===== config.mk =====
export PLATFORM = sky130hd
export DESIGN_NAME = sbcirq_top
export DESIGN_NICKNAME = d
export VERILOG_FILES = /design/src/sbcirq_pkg.sv /design/src/sbcirq_sync_if.sv /design/src/sbcirq_sync.sv /design/src/sbcirq_top.sv
export SDC_FILE = /design/constraint.sdc
export NUM_CORES = 1
export LEC_CHECK = 0
export ABC_AREA = 0
export BUFFER_PORTS_ARGS = -buffer_cell sky130_fd_sc_hd__buf_2
export CAP_MARGIN = 20
export CELL_PAD_IN_SITES_DETAIL_PLACEMENT = 1
export CELL_PAD_IN_SITES_GLOBAL_PLACEMENT = 2
export CORE_MARGIN = 5
export CORE_UTILIZATION = 35
export DETAILED_ROUTE_END_ITERATION = 8
export GPL_TIMING_DRIVEN = 1
export PLACE_DENSITY = 0.74
export SYNTH_ARGS = -nofsm -noshare
export SYNTH_HDL_FRONTEND = slang
export SYNTH_SLANG_ARGS = --single-unit

===== constraint.sdc =====
create_clock -name clk -period 6.77 [get_ports clk]
set_clock_uncertainty 0.05 [all_clocks]
set_input_delay 0.677 -clock clk [delete_from_list [all_inputs] [get_ports clk]]
set_output_delay 0.677 -clock clk [all_outputs]
set_load 0.02 [all_outputs]

===== src/sbcirq_pkg.sv =====
`default_nettype none
package sbcirq_pkg;

	// ****************************************
	// clock and widths
	// ****************************************
	localparam int CLK_MHZ = 50;
	localparam int HV_N = 4;
	localparam int LIN_N = 2;
	localparam int SPI_CNT_W = 6;

	// ****************************************
	// synchronised input vector layout
	// ****************************************
	localparam int SY_CAN_SUP = 0;
	localparam int SY_CAN_FLT = 1;
	localparam int SY_CAN_WAKE = 2;
	localparam int SY_CAN_IDLE = 3;
	localparam int SY_LIN_WAKE = 4;
	localparam int SY_OVERTEMP = 6;
	localparam int SY_MAIN_LOW = 7;
	localparam int SY_AUX_LOW = 8;
	localparam int SY_AUX_HIGH = 9;
	localparam int SY_BAT_LOW = 10;
	localparam int SY_BAT_HIGH = 11;
	localparam int SY_OVSD = 12;
	localparam int SY_SWITCHER = 13;
	localparam int SY_HV_OPEN = 14;
	localparam int SY_HV_SHORT = 18;
	localparam int SY_HV_PIN = 22;
	localparam int SY_W = 26;

	// ****************************************
	// interrupt status flag layout
	// ****************************************
	localparam int F_CAN_FAULT = 0;
	localparam int F_CAN_WAKE = 1;
	localparam int F_BUS_SILENCE = 2;
	localparam int F_LIN_WAKE = 3;
	localparam int F_WDOG = 5;
	localparam int F_OVERTEMP = 6;
	localparam int F_SEL_ERR = 7;
	localparam int F_POWER_ON = 8;
	localparam int F_SERIAL = 9;
	localparam int F_MAIN_LOW = 10;
	localparam int F_AUX_LOW = 11;
	localparam int F_AUX_HIGH = 12;
	localparam int F_BAT_LOW = 13;
	localparam int F_BAT_HIGH = 14;
	localparam int F_OVSD = 15;
	localparam int F_SWITCH = 16;
	localparam int F_HV_OPEN = 17;
	localparam int F_HV_SHORT = 21;
	localparam int F_HV_RISE = 25;
	localparam int F_HV_FALL = 29;
	localparam int FLAG_W = 33;

	// ****************************************
	// flag classes and reset values
	// ****************************************
	localparam logic [FLAG_W-1:0] ALWAYS_ON_MASK = 33'h0000081A0;
	localparam logic [FLAG_W-1:0] PRIORITY_MASK = 33'h00001E440;
	localparam logic [FLAG_W-1:0] REGULAR_MASK = 33'h1FE00001A;
	localparam logic [FLAG_W-1:0] FLAG_RST = 33'h000000000;
	localparam logic [SY_W-1:0] SYNC_RST = 26'h0000000;

	// ****************************************
	// legal serial frame lengths
	// ****************************************
	localparam logic [SPI_CNT_W-1:0] SPI_LEN_A = 6'h10;
	localparam logic [SPI_CNT_W-1:0] SPI_LEN_B = 6'h18;
	localparam logic [SPI_CNT_W-1:0] SPI_LEN_C = 6'h20;

endpackage : sbcirq_pkg
`default_nettype wire


===== src/sbcirq_sync_if.sv =====
`timescale 1ns/1ps
`default_nettype none
interface sbcirq_sync_if;
	import sbcirq_pkg::*;
	logic [SY_W-1:0] raw;
	logic [SY_W-1:0] level;
	logic [SY_W-1:0] rise;
	logic [SY_W-1:0] fall;
	modport sync_side (input raw, output level, output rise, output fall);
	modport user_side (output raw, input level, input rise, input fall);
endinterface : sbcirq_sync_if
`default_nettype wire


===== src/sbcirq_sync.sv =====
`timescale 1ns/1ps
`default_nettype none
module sbcirq_sync (
	input wire logic clk, // system clock
	input wire logic rst, // async reset, active high
	sbcirq_sync_if.sync_side sy // raw pins in, clean levels and edges out
);
	import sbcirq_pkg::*;

	logic [SY_W-1:0] s1_ff;
	logic [SY_W-1:0] s2_ff;
	logic [SY_W-1:0] s3_ff;
	logic [SY_W-1:0] stable_ff;
	logic [SY_W-1:0] rise_ff;
	logic [SY_W-1:0] fall_ff;
	logic [SY_W-1:0] nxt_stable;

	// ****************************************
	// accept a change only once stages two and three agree
	// ****************************************
	genvar gi;
	generate
		for (gi = 0; gi < SY_W; gi++) begin : g_bit
			assign nxt_stable[gi] = (s2_ff[gi] == s3_ff[gi]) ? s3_ff[gi] : stable_ff[gi];
		end
	endgenerate

	always_ff @(posedge clk or posedge rst) begin
		if (rst) begin
			s1_ff <= SYNC_RST;
			s2_ff <= SYNC_RST;
			s3_ff <= SYNC_RST;
			stable_ff <= SYNC_RST;
			rise_ff <= SYNC_RST;
			fall_ff <= SYNC_RST;
		end else begin
			s1_ff <= sy.raw;
			s2_ff <= s1_ff;
			s3_ff <= s2_ff;
			stable_ff <= nxt_stable;
			rise_ff <= nxt_stable & ~stable_ff;
			fall_ff <= ~nxt_stable & stable_ff;
		end
	end

	assign sy.level = stable_ff;
	assign sy.rise = rise_ff;
	assign sy.fall = fall_ff;

endmodule : sbcirq_sync
`default_nettype wire


===== src/sbcirq_top.sv =====
`timescale 1ns/1ps
`default_nettype none
module sbcirq_top #(
	parameter int SILENCE_TIMEOUT_US = 1000 // bus silence timeout in microseconds
) (
	input wire logic clk, // 50 MHz system clock
	input wire logic rst, // async system reset, active high
	input wire logic can_supply_status, // can supply status bit, async
	input wire logic can_fault_status, // can fault status bit, async
	input wire logic can_wake_det, // can bus wake detector, async
	input wire logic can_bus_idle, // can bus recessive, async
	input wire logic [sbcirq_pkg::LIN_N-1:0] lin_wake_det, // lin wake detectors, async
	input wire logic overtemp_det, // temperature over warning level, async
	input wire logic main_reg_low_det, // main regulator under 90 %, async
	input wire logic aux_low_det, // sensor supply output under 90 %, async
	input wire logic aux_high_det, // sensor supply output over 110 %, async
	input wire logic battery_low_det, // monitored source under threshold, async
	input wire logic battery_high_det, // monitored source over threshold, async
	input wire logic overvoltage_det, // battery overvoltage shutdown, async
	input wire logic switcher_state_bit, // switching regulator status, async
	input wire logic [sbcirq_pkg::HV_N-1:0] hv_open_det, // open-load detectors, async
	input wire logic [sbcirq_pkg::HV_N-1:0] hv_short_det, // short detectors, async
	input wire logic [sbcirq_pkg::HV_N-1:0] high_voltage_io_pin, // pin levels, async
	input wire logic can_active, // can transceiver in active mode
	input wire logic [sbcirq_pkg::LIN_N-1:0] lin_active, // lin transceivers active
	input wire logic main_reg_on, // main regulator switched on
	input wire logic sleep_mode, // device in sleep mode
	input wire logic [sbcirq_pkg::HV_N-1:0] hv_driver_on, // high or low side driver on
	input wire logic [sbcirq_pkg::HV_N-1:0] hv_wake_cfg, // pin configured as wake input
	input wire logic watchdog_timeout_mode, // watchdog in timeout mode
	input wire logic watchdog_overflow, // watchdog overflow pulse
	input wire logic selective_wake_error, // error frame seen pulse
	input wire logic off_mode_exit, // leaving off mode pulse
	input wire logic watchdog_mode_code_bad, // illegal watchdog mode code pulse
	input wire logic watchdog_period_code_bad, // illegal watchdog period code pulse
	input wire logic operating_mode_code_bad, // illegal operating mode code pulse
	input wire logic locked_write, // write to locked register pulse
	input wire logic spi_frame_end, // serial frame finished pulse
	input wire logic [sbcirq_pkg::SPI_CNT_W-1:0] spi_clock_count, // clocks in frame
	input wire logic sleep_request, // sleep mode requested pulse
	input wire logic [sbcirq_pkg::FLAG_W-1:0] irq_enable, // per-flag enables
	input wire logic [sbcirq_pkg::FLAG_W-1:0] irq_clear, // write-one-to-clear pulse
	output logic [sbcirq_pkg::FLAG_W-1:0] irq_status, // pending flags
	output logic irq_out_main_o, // main irq pin drive value
	output logic irq_out_main_oe, // main irq pin pulled low
	output logic irq_out_priority_o, // priority irq pin drive value
	output logic irq_out_priority_oe, // priority irq pin pulled low
	output logic can_receive_out, // can receive output, low on wake
	output logic lin_first_receive_out, // first lin receive output
	output logic lin_second_receive_out, // second lin receive output
	output logic system_reset_req, // system reset request pulse
	output logic sleep_grant, // sleep entry allowed pulse
	output logic reset_mode_req // sleep refused, flags pending pulse
);
	import sbcirq_pkg::*;

	// longer than the timeout, so the flag fires one cycle past this count
	localparam logic [31:0] SILENCE_CYC = 32'(SILENCE_TIMEOUT_US * CLK_MHZ);

	sbcirq_sync_if sy ();

	logic [FLAG_W-1:0] flag_ff;
	logic [FLAG_W-1:0] nxt_flag;
	logic [FLAG_W-1:0] set_vec;
	logic [FLAG_W-1:0] gate_vec;
	logic [31:0] silence_cnt_ff;
	logic [31:0] nxt_silence_cnt;
	logic main_oe_ff;
	logic prio_oe_ff;
	logic sys_reset_ff;
	logic sleep_grant_ff;
	logic reset_mode_ff;
	logic silence_hit;
	logic wdog_second;
	logic serial_len_bad;
	logic serial_evt;
	logic no_regular_wake;
	logic sleep_ok;
	logic any_pending;

	// ****************************************
	// input synchronisation
	// ****************************************
	assign sy.raw = {high_voltage_io_pin, hv_short_det, hv_open_det, switcher_state_bit,
		overvoltage_det, battery_high_det, battery_low_det, aux_high_det, aux_low_det,
		main_reg_low_det, overtemp_det, lin_wake_det, can_bus_idle, can_wake_det,
		can_fault_status, can_supply_status};

	sbcirq_sync u_sync (
		.clk(clk),
		.rst(rst),
		.sy(sy)
	);

	// ****************************************
	// bus silence timer
	// ****************************************
	assign silence_hit = (silence_cnt_ff == SILENCE_CYC);
	assign nxt_silence_cnt = !sy.level[SY_CAN_IDLE] ? 32'h00000000 :
		(silence_cnt_ff > SILENCE_CYC) ? silence_cnt_ff : silence_cnt_ff + 32'h00000001;

	always_ff @(posedge clk or posedge rst) begin
		if (rst) begin
			silence_cnt_ff <= 32'h00000000;
		end else begin
			silence_cnt_ff <= nxt_silence_cnt;
		end
	end

	// ****************************************
	// source events
	// ****************************************
	assign serial_len_bad = spi_frame_end && (spi_clock_count != SPI_LEN_A) &&
		(spi_clock_count != SPI_LEN_B) && (spi_clock_count != SPI_LEN_C);
	assign serial_evt = watchdog_mode_code_bad | watchdog_period_code_bad |
		operating_mode_code_bad | locked_write | serial_len_bad;
	assign wdog_second = watchdog_overflow && watchdog_timeout_mode && flag_ff[F_WDOG];

	// status bits setting, not their level, so a stuck fault asks only once
	assign set_vec[F_CAN_FAULT] = sy.rise[SY_CAN_SUP] | sy.rise[SY_CAN_FLT];
	assign set_vec[F_CAN_WAKE] = sy.rise[SY_CAN_WAKE] & ~can_active;
	assign set_vec[F_BUS_SILENCE] = silence_hit;
	assign set_vec[F_WDOG] = watchdog_overflow & watchdog_timeout_mode;
	assign set_vec[F_OVERTEMP] = sy.rise[SY_OVERTEMP];
	assign set_vec[F_SEL_ERR] = selective_wake_error;
	assign set_vec[F_POWER_ON] = off_mode_exit;
	assign set_vec[F_SERIAL] = serial_evt;
	// regulator is off in sleep, its detector is meaningless there
	assign set_vec[F_MAIN_LOW] = sy.rise[SY_MAIN_LOW] & main_reg_on & ~sleep_mode;
	assign set_vec[F_AUX_LOW] = sy.rise[SY_AUX_LOW];
	assign set_vec[F_AUX_HIGH] = sy.rise[SY_AUX_HIGH];
	assign set_vec[F_BAT_LOW] = sy.rise[SY_BAT_LOW];
	assign set_vec[F_BAT_HIGH] = sy.rise[SY_BAT_HIGH];
	assign set_vec[F_OVSD] = sy.rise[SY_OVSD];
	assign set_vec[F_SWITCH] = sy.rise[SY_SWITCHER] | sy.fall[SY_SWITCHER];

	genvar li;
	generate
		for (li = 0; li < LIN_N; li++) begin : g_lin
			assign set_vec[F_LIN_WAKE+li] = sy.rise[SY_LIN_WAKE+li] & ~lin_active[li];
		end
	endgenerate

	genvar hi;
	generate
		for (hi = 0; hi < HV_N; hi++) begin : g_hv
			assign set_vec[F_HV_OPEN+hi] = sy.rise[SY_HV_OPEN+hi] & hv_driver_on[hi];
			assign set_vec[F_HV_SHORT+hi] = sy.rise[SY_HV_SHORT+hi] & hv_driver_on[hi];
			assign set_vec[F_HV_RISE+hi] = sy.rise[SY_HV_PIN+hi] & hv_wake_cfg[hi];
			assign set_vec[F_HV_FALL+hi] = sy.fall[SY_HV_PIN+hi] & hv_wake_cfg[hi];
		end
	endgenerate

	// ****************************************
	// sticky flags, set wins over clear
	// ****************************************
	assign gate_vec = set_vec & (irq_enable | ALWAYS_ON_MASK);
	assign nxt_flag = (flag_ff & ~irq_clear) | gate_vec;
	assign any_pending = |flag_ff;

	// ****************************************
	// sleep protection
	// ****************************************
	assign no_regular_wake = ~|(irq_enable & REGULAR_MASK);
	assign sleep_ok = sleep_request && !no_regular_wake && !any_pending;

	always_ff @(posedge clk or posedge rst) begin
		if (rst) begin
			flag_ff <= FLAG_RST;
			main_oe_ff <= 1'b0;
			prio_oe_ff <= 1'b0;
			sys_reset_ff <= 1'b0;
			sleep_grant_ff <= 1'b0;
			reset_mode_ff <= 1'b0;
		end else begin
			flag_ff <= nxt_flag;
			main_oe_ff <= |nxt_flag;
			prio_oe_ff <= |(nxt_flag & PRIORITY_MASK);
			sys_reset_ff <= wdog_second | (sleep_request & no_regular_wake);
			sleep_grant_ff <= sleep_ok;
			reset_mode_ff <= sleep_request & !no_regular_wake & any_pending;
		end
	end

	// ****************************************
	// outputs
	// ****************************************
	assign irq_status = flag_ff;
	assign irq_out_main_o = 1'b0;
	assign irq_out_main_oe = main_oe_ff;
	assign irq_out_priority_o = 1'b0;
	assign irq_out_priority_oe = prio_oe_ff;
	assign can_receive_out = ~flag_ff[F_CAN_WAKE];
	assign lin_first_receive_out = ~flag_ff[F_LIN_WAKE];
	assign lin_second_receive_out = ~flag_ff[F_LIN_WAKE+1];
	assign system_reset_req = sys_reset_ff;
	assign sleep_grant = sleep_grant_ff;
	assign reset_mode_req = reset_mode_ff;
endmodule : sbcirq_top
`default_nettype wire


# Word level (Yosys, flattened, before mapping)
# Cells that the tools add are included.
[totals]
ff_bits = 226
latch_bits = 0
ram_bits = 0
rom_bits = 0
inputBits = 123
output_inout_bits = 43
word_cells = 134
memories = 0
[op_classes]
add_sub_neg = 1
multipliers = 0
div = 0
n_lt_le_gt_ge = 1
n_eq_ne = 31
shifts = 0
n_mux = 28
n_bitwise = 47
n_reduce_logical = 13
[op_table]
columns = ["cell", "count"]
rows = [
  ["33-bit AND", 2],
  ["33-bit OR reduction", 2],
  ["32-bit two-way mux", 2],
  ["26-bit AND", 2],
  ["26-bit inverter", 2],
  ["33-bit inverter", 1],
  ["33-bit OR", 1],
  ["32-bit by 1-bit adder with 32-bit output, second input constant", 1],
  ["32-bit by 16-bit == test with 1-bit output, second input constant", 1],
  ["32-bit by 16-bit greater-than comparator with 1-bit output, second input constant", 1],
  ["1-bit == test", 26],
  ["1-bit two-way mux", 26],
  ["1-bit AND", 25],
  ["6-bit by 5-bit inequality test with 1-bit output, second input constant", 2],
  ["11-bit OR reduction", 1],
  ["1-bit logical AND", 7],
  ["1-bit inverter", 7],
  ["1-bit OR", 7],
  ["6-bit inequality test, second input constant", 1],
  ["6-bit OR reduction", 1],
  ["1-bit logical NOT", 2],
  ["2-bit inequality test, second input constant", 1],
]

# Depth between registers and ports, before layout
[depth]
depth_word = 8
ltp_mapped = 9
mapped_depth_nobuf = 8

# By module
# A second synthesis with hierarchy kept.
[unflattened]
hier_cells = 543
area_unflattened_um2 = 7748.7
[modules_own_cells]
columns = ["module", "n_inst", "cells_per_inst", "area_each_um2", "seq_area_each_um2"]
rows = [
  ["sbcirq_sync", 1, 235, 4655.7, 3903.7],
  ["sbcirq_top", 1, 308, 3093.0, 1751.7],
]

# Worst setup path before layout
# No wires, ideal clock.
[synth_path]
kind = "input to register"
from = "input irq_clear[15] (netlist bit)"
to = "register main_oe_ff, in the netlist irq_out_main_oe"
setup_time_ps = 133
t_arrival_ps = 1977
t_required_ps = 6587
slack_ps = 4610
cell_stages = 6
path_buffers = 0
path_cell_list = "inv_1 > a21o_1 > or4_1 > or3_1 > nor4_1 > nand3_1"
[synth_between]
elab_chain_cells = 4
[synth_lines]
columns = ["item", "line_no", "text"]
rows = [
  ["start: declaration", "sbcirq_top.sv:42", "input wire logic [sbcirq_pkg::FLAG_W-1:0] irq_clear,"],
  ["33-bit inverter", "sbcirq_top.sv:158", "assign nxt_flag = (flag_ff & ~irq_clear) | gate_vec;"],
  ["33-bit AND", "sbcirq_top.sv:158", ""],
  ["33-bit OR", "sbcirq_top.sv:158", ""],
  ["via nxt_flag[15]", "sbcirq_top.sv:63", "logic [FLAG_W-1:0] nxt_flag;"],
  ["33-bit OR reduction", "sbcirq_top.sv:177", "main_oe_ff <= |nxt_flag;"],
  ["end signal: assignment", "sbcirq_top.sv:177", ""],
  ["end: declaration", "sbcirq_top.sv:68", "logic main_oe_ff;"],
]
# The timed path passes the listed nets, and every way through them passes these cells.
# A chain may end at the register's enable or synchronous reset.

# Final worst setup path
[layout_path]
from = "register silence_cnt_ff[0]"
to = "register silence_cnt_ff[14]"
[layout_between]
elab_chain_cells = 3
elab_cells_between_ends = 5
cone_classes = "add/sub (1); order compare (1); eq/ne (1); mux (2)"
[layout_lines]
columns = ["item", "line_no", "text"]
rows = [
  ["start: declaration", "sbcirq_top.sv:66", "logic [31:0] silence_cnt_ff;"],
  ["start signal: assignment", "sbcirq_top.sv:106", "silence_cnt_ff <= nxt_silence_cnt;"],
  ["32-bit by 1-bit adder with 32-bit output", "sbcirq_top.sv:100", "(silence_cnt_ff > SILENCE_CYC) ? silence_cnt_ff : silence_cnt_ff + 32'h00000001;"],
  ["32-bit two-way mux", "sbcirq_top.sv:100", ""],
  ["32-bit two-way mux", "sbcirq_top.sv:99", "assign nxt_silence_cnt = !sy.level[SY_CAN_IDLE] ? 32'h00000000 :"],
]
# Several ways; a longest one is shown, not always the timed one. The select of a mux whose other input is x is not followed.

==> impl_metrics.env <==
export IMPL_seq_area_frac_synth_pct=73.77
export IMPL_hold_viol=0
export IMPL_drv_slew=0
export IMPL_clockBufferDepth=3
export IMPL_grt_busiest_layer="met2"
export IMPL_clock_root_buffer="clkbuf_16"
export IMPL_grt_max_degree=122
export IMPL_path_max_fanout=16
export IMPL_final_core_util_pct=45.16
export IMPL_synthFlopType="dfrtp_1"
export IMPL_antenna_found_initial=1
export IMPL_yosys_top_cells_count="dfrtp_1, nand2_1, inv_1"
export IMPL_portBuffers=159
export IMPL_synth_top_cell_area_share_pct=73.77
export IMPL_hpwlAfterDp_microns=12620
export IMPL_cts_tree="built"
export IMPL_power_density_nw_per_um2=303.7
export IMPL_fillers=2074
export IMPL_yosysWarningCount=0
export IMPL_yosysTopAreaCell="dfrtp_1"
export IMPL_rows=51
export IMPL_dr_pass1_iters=4
export IMPL_route_detailed_drc=0
export IMPL_worst_setup_path_type="flop to flop"
export IMPL_syn_inst=523
export IMPL_clkLatencyLatePin_ps=490
export IMPL_drt_initial_drc_count=122
export IMPL_coreArea_sq_um=19460
export IMPL_setup_viol=0
export IMPL_slew_headroom_pct=43.55
export IMPL_area_growth_pct=27.01
export IMPL_post_route_period_util_pct=35.19
export IMPL_use_met2_pct=25.93
export IMPL_synth_edf_count=0
export IMPL_drv_cap=0
export IMPL_wire_per_inst_microns=17.24
export IMPL_peakVddDrop_mv=0.1456
export IMPL_critPathCaptureType="flop"
export IMPL_die_w_microns=150.6
export IMPL_gp_congestion=0.8155
export IMPL_vias=4569
export IMPL_htree_levels=1
export IMPL_ys_ff_latch=204
export IMPL_status="complete, no violations"
export IMPL_avgViaCountPerCell=4.648
export IMPL_worst_hold_path_type="primary input to flop"
export IMPL_postCtsHoldBufs=0
export IMPL_cts_resized=0
export IMPL_synthesis_area_sq_um=6920
export IMPL_cts_buffers=22
export IMPL_final_layout_size_suffix_gt1_share_pct=28.03
export IMPL_cp_arrival_ps=2740
export IMPL_p_leak_nw=4.234
export IMPL_routed_wl_microns=16950
export IMPL_fmax_ghz=0.4198
export IMPL_async_flop_share_pct=100.0
export IMPL_grt_pass1_wl_microns=26300
export IMPL_fin_crit_ps=2382
export IMPL_grt_usage_pct=14.74
export IMPL_fin_setup_tns_ps=0
export IMPL_die_area_sq_um=22680
export IMPL_final_antenna_net_count=0
export IMPL_critPathRequiredTime_ps=7130
export IMPL_dieHeight_microns=150.6
export IMPL_grt_pass1_vias=5066
export IMPL_clock_sinks=204
export IMPL_nNetsFinal=828
export IMPL_cts_setup_buffers=0
export IMPL_synth_area_per_cell_sq_um=13.23
export IMPL_ios=166
export IMPL_synthDistinctLibCells=38
export IMPL_clkTransAtPathRegs_ps=60
export IMPL_met1_usage_pct=18.36
export IMPL_initial_core_util_pct=35.56
export IMPL_grt_ovfl_total=0
export IMPL_synth_most_common_cell="dfrtp_1"
export IMPL_grt_use_met3_pct=3.311
export IMPL_worst_slew_pin_transition_ps=846.7
export IMPL_rsz0062_at_grt="false"
export IMPL_yosys_top_cells_area="dfrtp_1, maj3_1, and2_1"
export IMPL_start_kind="flop"
## sequential cells by signal (all words and copies together), names as in the netlist, named ones only
name                 cells
irq_status              33
silence_cnt_ff          32
u_sync.s1_ff            26
u_sync.s2_ff            26
u_sync.s3_ff            26
u_sync.sy.level         25
u_sync.sy.rise          25
u_sync.sy.fall           5
irq_out_main_oe          1
irq_out_priority_oe      1
reset_mode_req           1
sleep_grant              1
system_reset_req         1
## per-stage QoR
step                hold WS, ps  cell area (sq um)  std cells  power (mW)  worst slack [ps]
global placement          284.2               8035        943       1.511              4245
global route              218.7               8787        982       2.795              4287
finish                    241.6               8790        983       2.669              4388
floorplan                 281.2               6924        524       1.428             475.6
detailed placement        285.6               8035        943       1.521              4182
CTS                       221.0               8760        981       2.719              4382
## cell families after synthesis
kind of cell	count (synthesis)	synth area share, %
compound gates	45	3.797
flops	204	73.77
fa+ha+maj	26	3.833
buf+inv	44	2.513
mux	1	0.1446
xor+xnor	13	1.645
other cells	1	0.05419
simple gates	189	14.25
## layout make-up
class	count	area, sq um	share of cell area [%]
Clock buffer	32	659.4	7.502
Sequential cell	204	5105	58.08
Antenna cell	1	2.502	0.02847
Clock inverter	6	65.06	0.7402
Multi-Input combinational cell	276	1645	18.72
Tap cell	265	331.6	3.772
Inverter	38	150.1	1.708
Timing Repair Buffer	161	830.8	9.452
## critical path, cell delays in order, from the launching register on
cell,delay [ps]
dfrtp_1,440
inv_1,130
ha_1,160
nand4b_1,90
nor4_1,370
o311a_4,380
nand2_2,110
or4b_1,500
o21ai_1,90
## final timing paths
kind,startpoint,to,slack [ps],cells past startpoint
setup / recovery,silence_cnt_ff[0]$_DFFE_PP0P_,silence_cnt_ff[14]$_DFFE_PP0P_,4390,8
setup reg to reg,silence_cnt_ff[0]$_DFFE_PP0P_,silence_cnt_ff[14]$_DFFE_PP0P_,4390,8
max in group asynchronous,rst,u_sync.s1_ff[19]$_DFF_PP0_,5290,4
hold / removal,high_voltage_io_pin[3],u_sync.s1_ff[25]$_DFF_PP0_,240,1
hold reg to reg,u_sync.s1_ff[3]$_DFF_PP0_,u_sync.s2_ff[3]$_DFF_PP0_,300,0
min in group asynchronous,rst,u_sync.s1_ff[23]$_DFF_PP0_,270,2
## metal layers
| layer | vias to the layer above | routed length (microns) |
|---|---|---|
| li1 | 2121 | - |
| met2 | 138 | 8304 |
| met5 | - | 13 |
| met1 | 2279 | 7022 |
| met3 | 29 | 1258 |
| met4 | 2 | 345 |
## placed cells by master, fill, tap and decap left out, types with 2 or more instances in the layout
| master | instances |
|---|---|
| maj3_1 | 24 |
| dfrtp_1 | 204 |
| and2_1 | 30 |
| a21oi_1 | 2 |
| o22ai_1 | 4 |
| inv_1 | 36 |
| and3_1 | 6 |
| nor3b_1 | 5 |
| buf_2 | 159 |
| clkbuf_8 | 5 |
| clkbuf_16 | 23 |
| nand4_1 | 13 |
| nand4b_1 | 2 |
| nand3_1 | 22 |
| xnor2_1 | 13 |
| clkinv_2 | 3 |
| ha_1 | 2 |
| inv_8 | 2 |
| nor3_1 | 5 |
| o21ai_0 | 20 |
| a21o_1 | 3 |
| and4_1 | 2 |
| nor4_1 | 20 |
| conb_1 | 2 |
| clkbuf_1 | 4 |
| nor2_1 | 32 |
| o21ai_1 | 12 |
| nand2_1 | 45 |
## where the power goes
part | switching (mW) | internal, mW | total (mW)
Combinational | 0.0974 | 0.0684 | 0.166
Clock | 0.459 | 0.715 | 1.17
Sequential | 0.0458 | 1.28 | 1.33
Total | 0.602 | 2.07 | 2.67
Power figures use the tool's default switching activity.
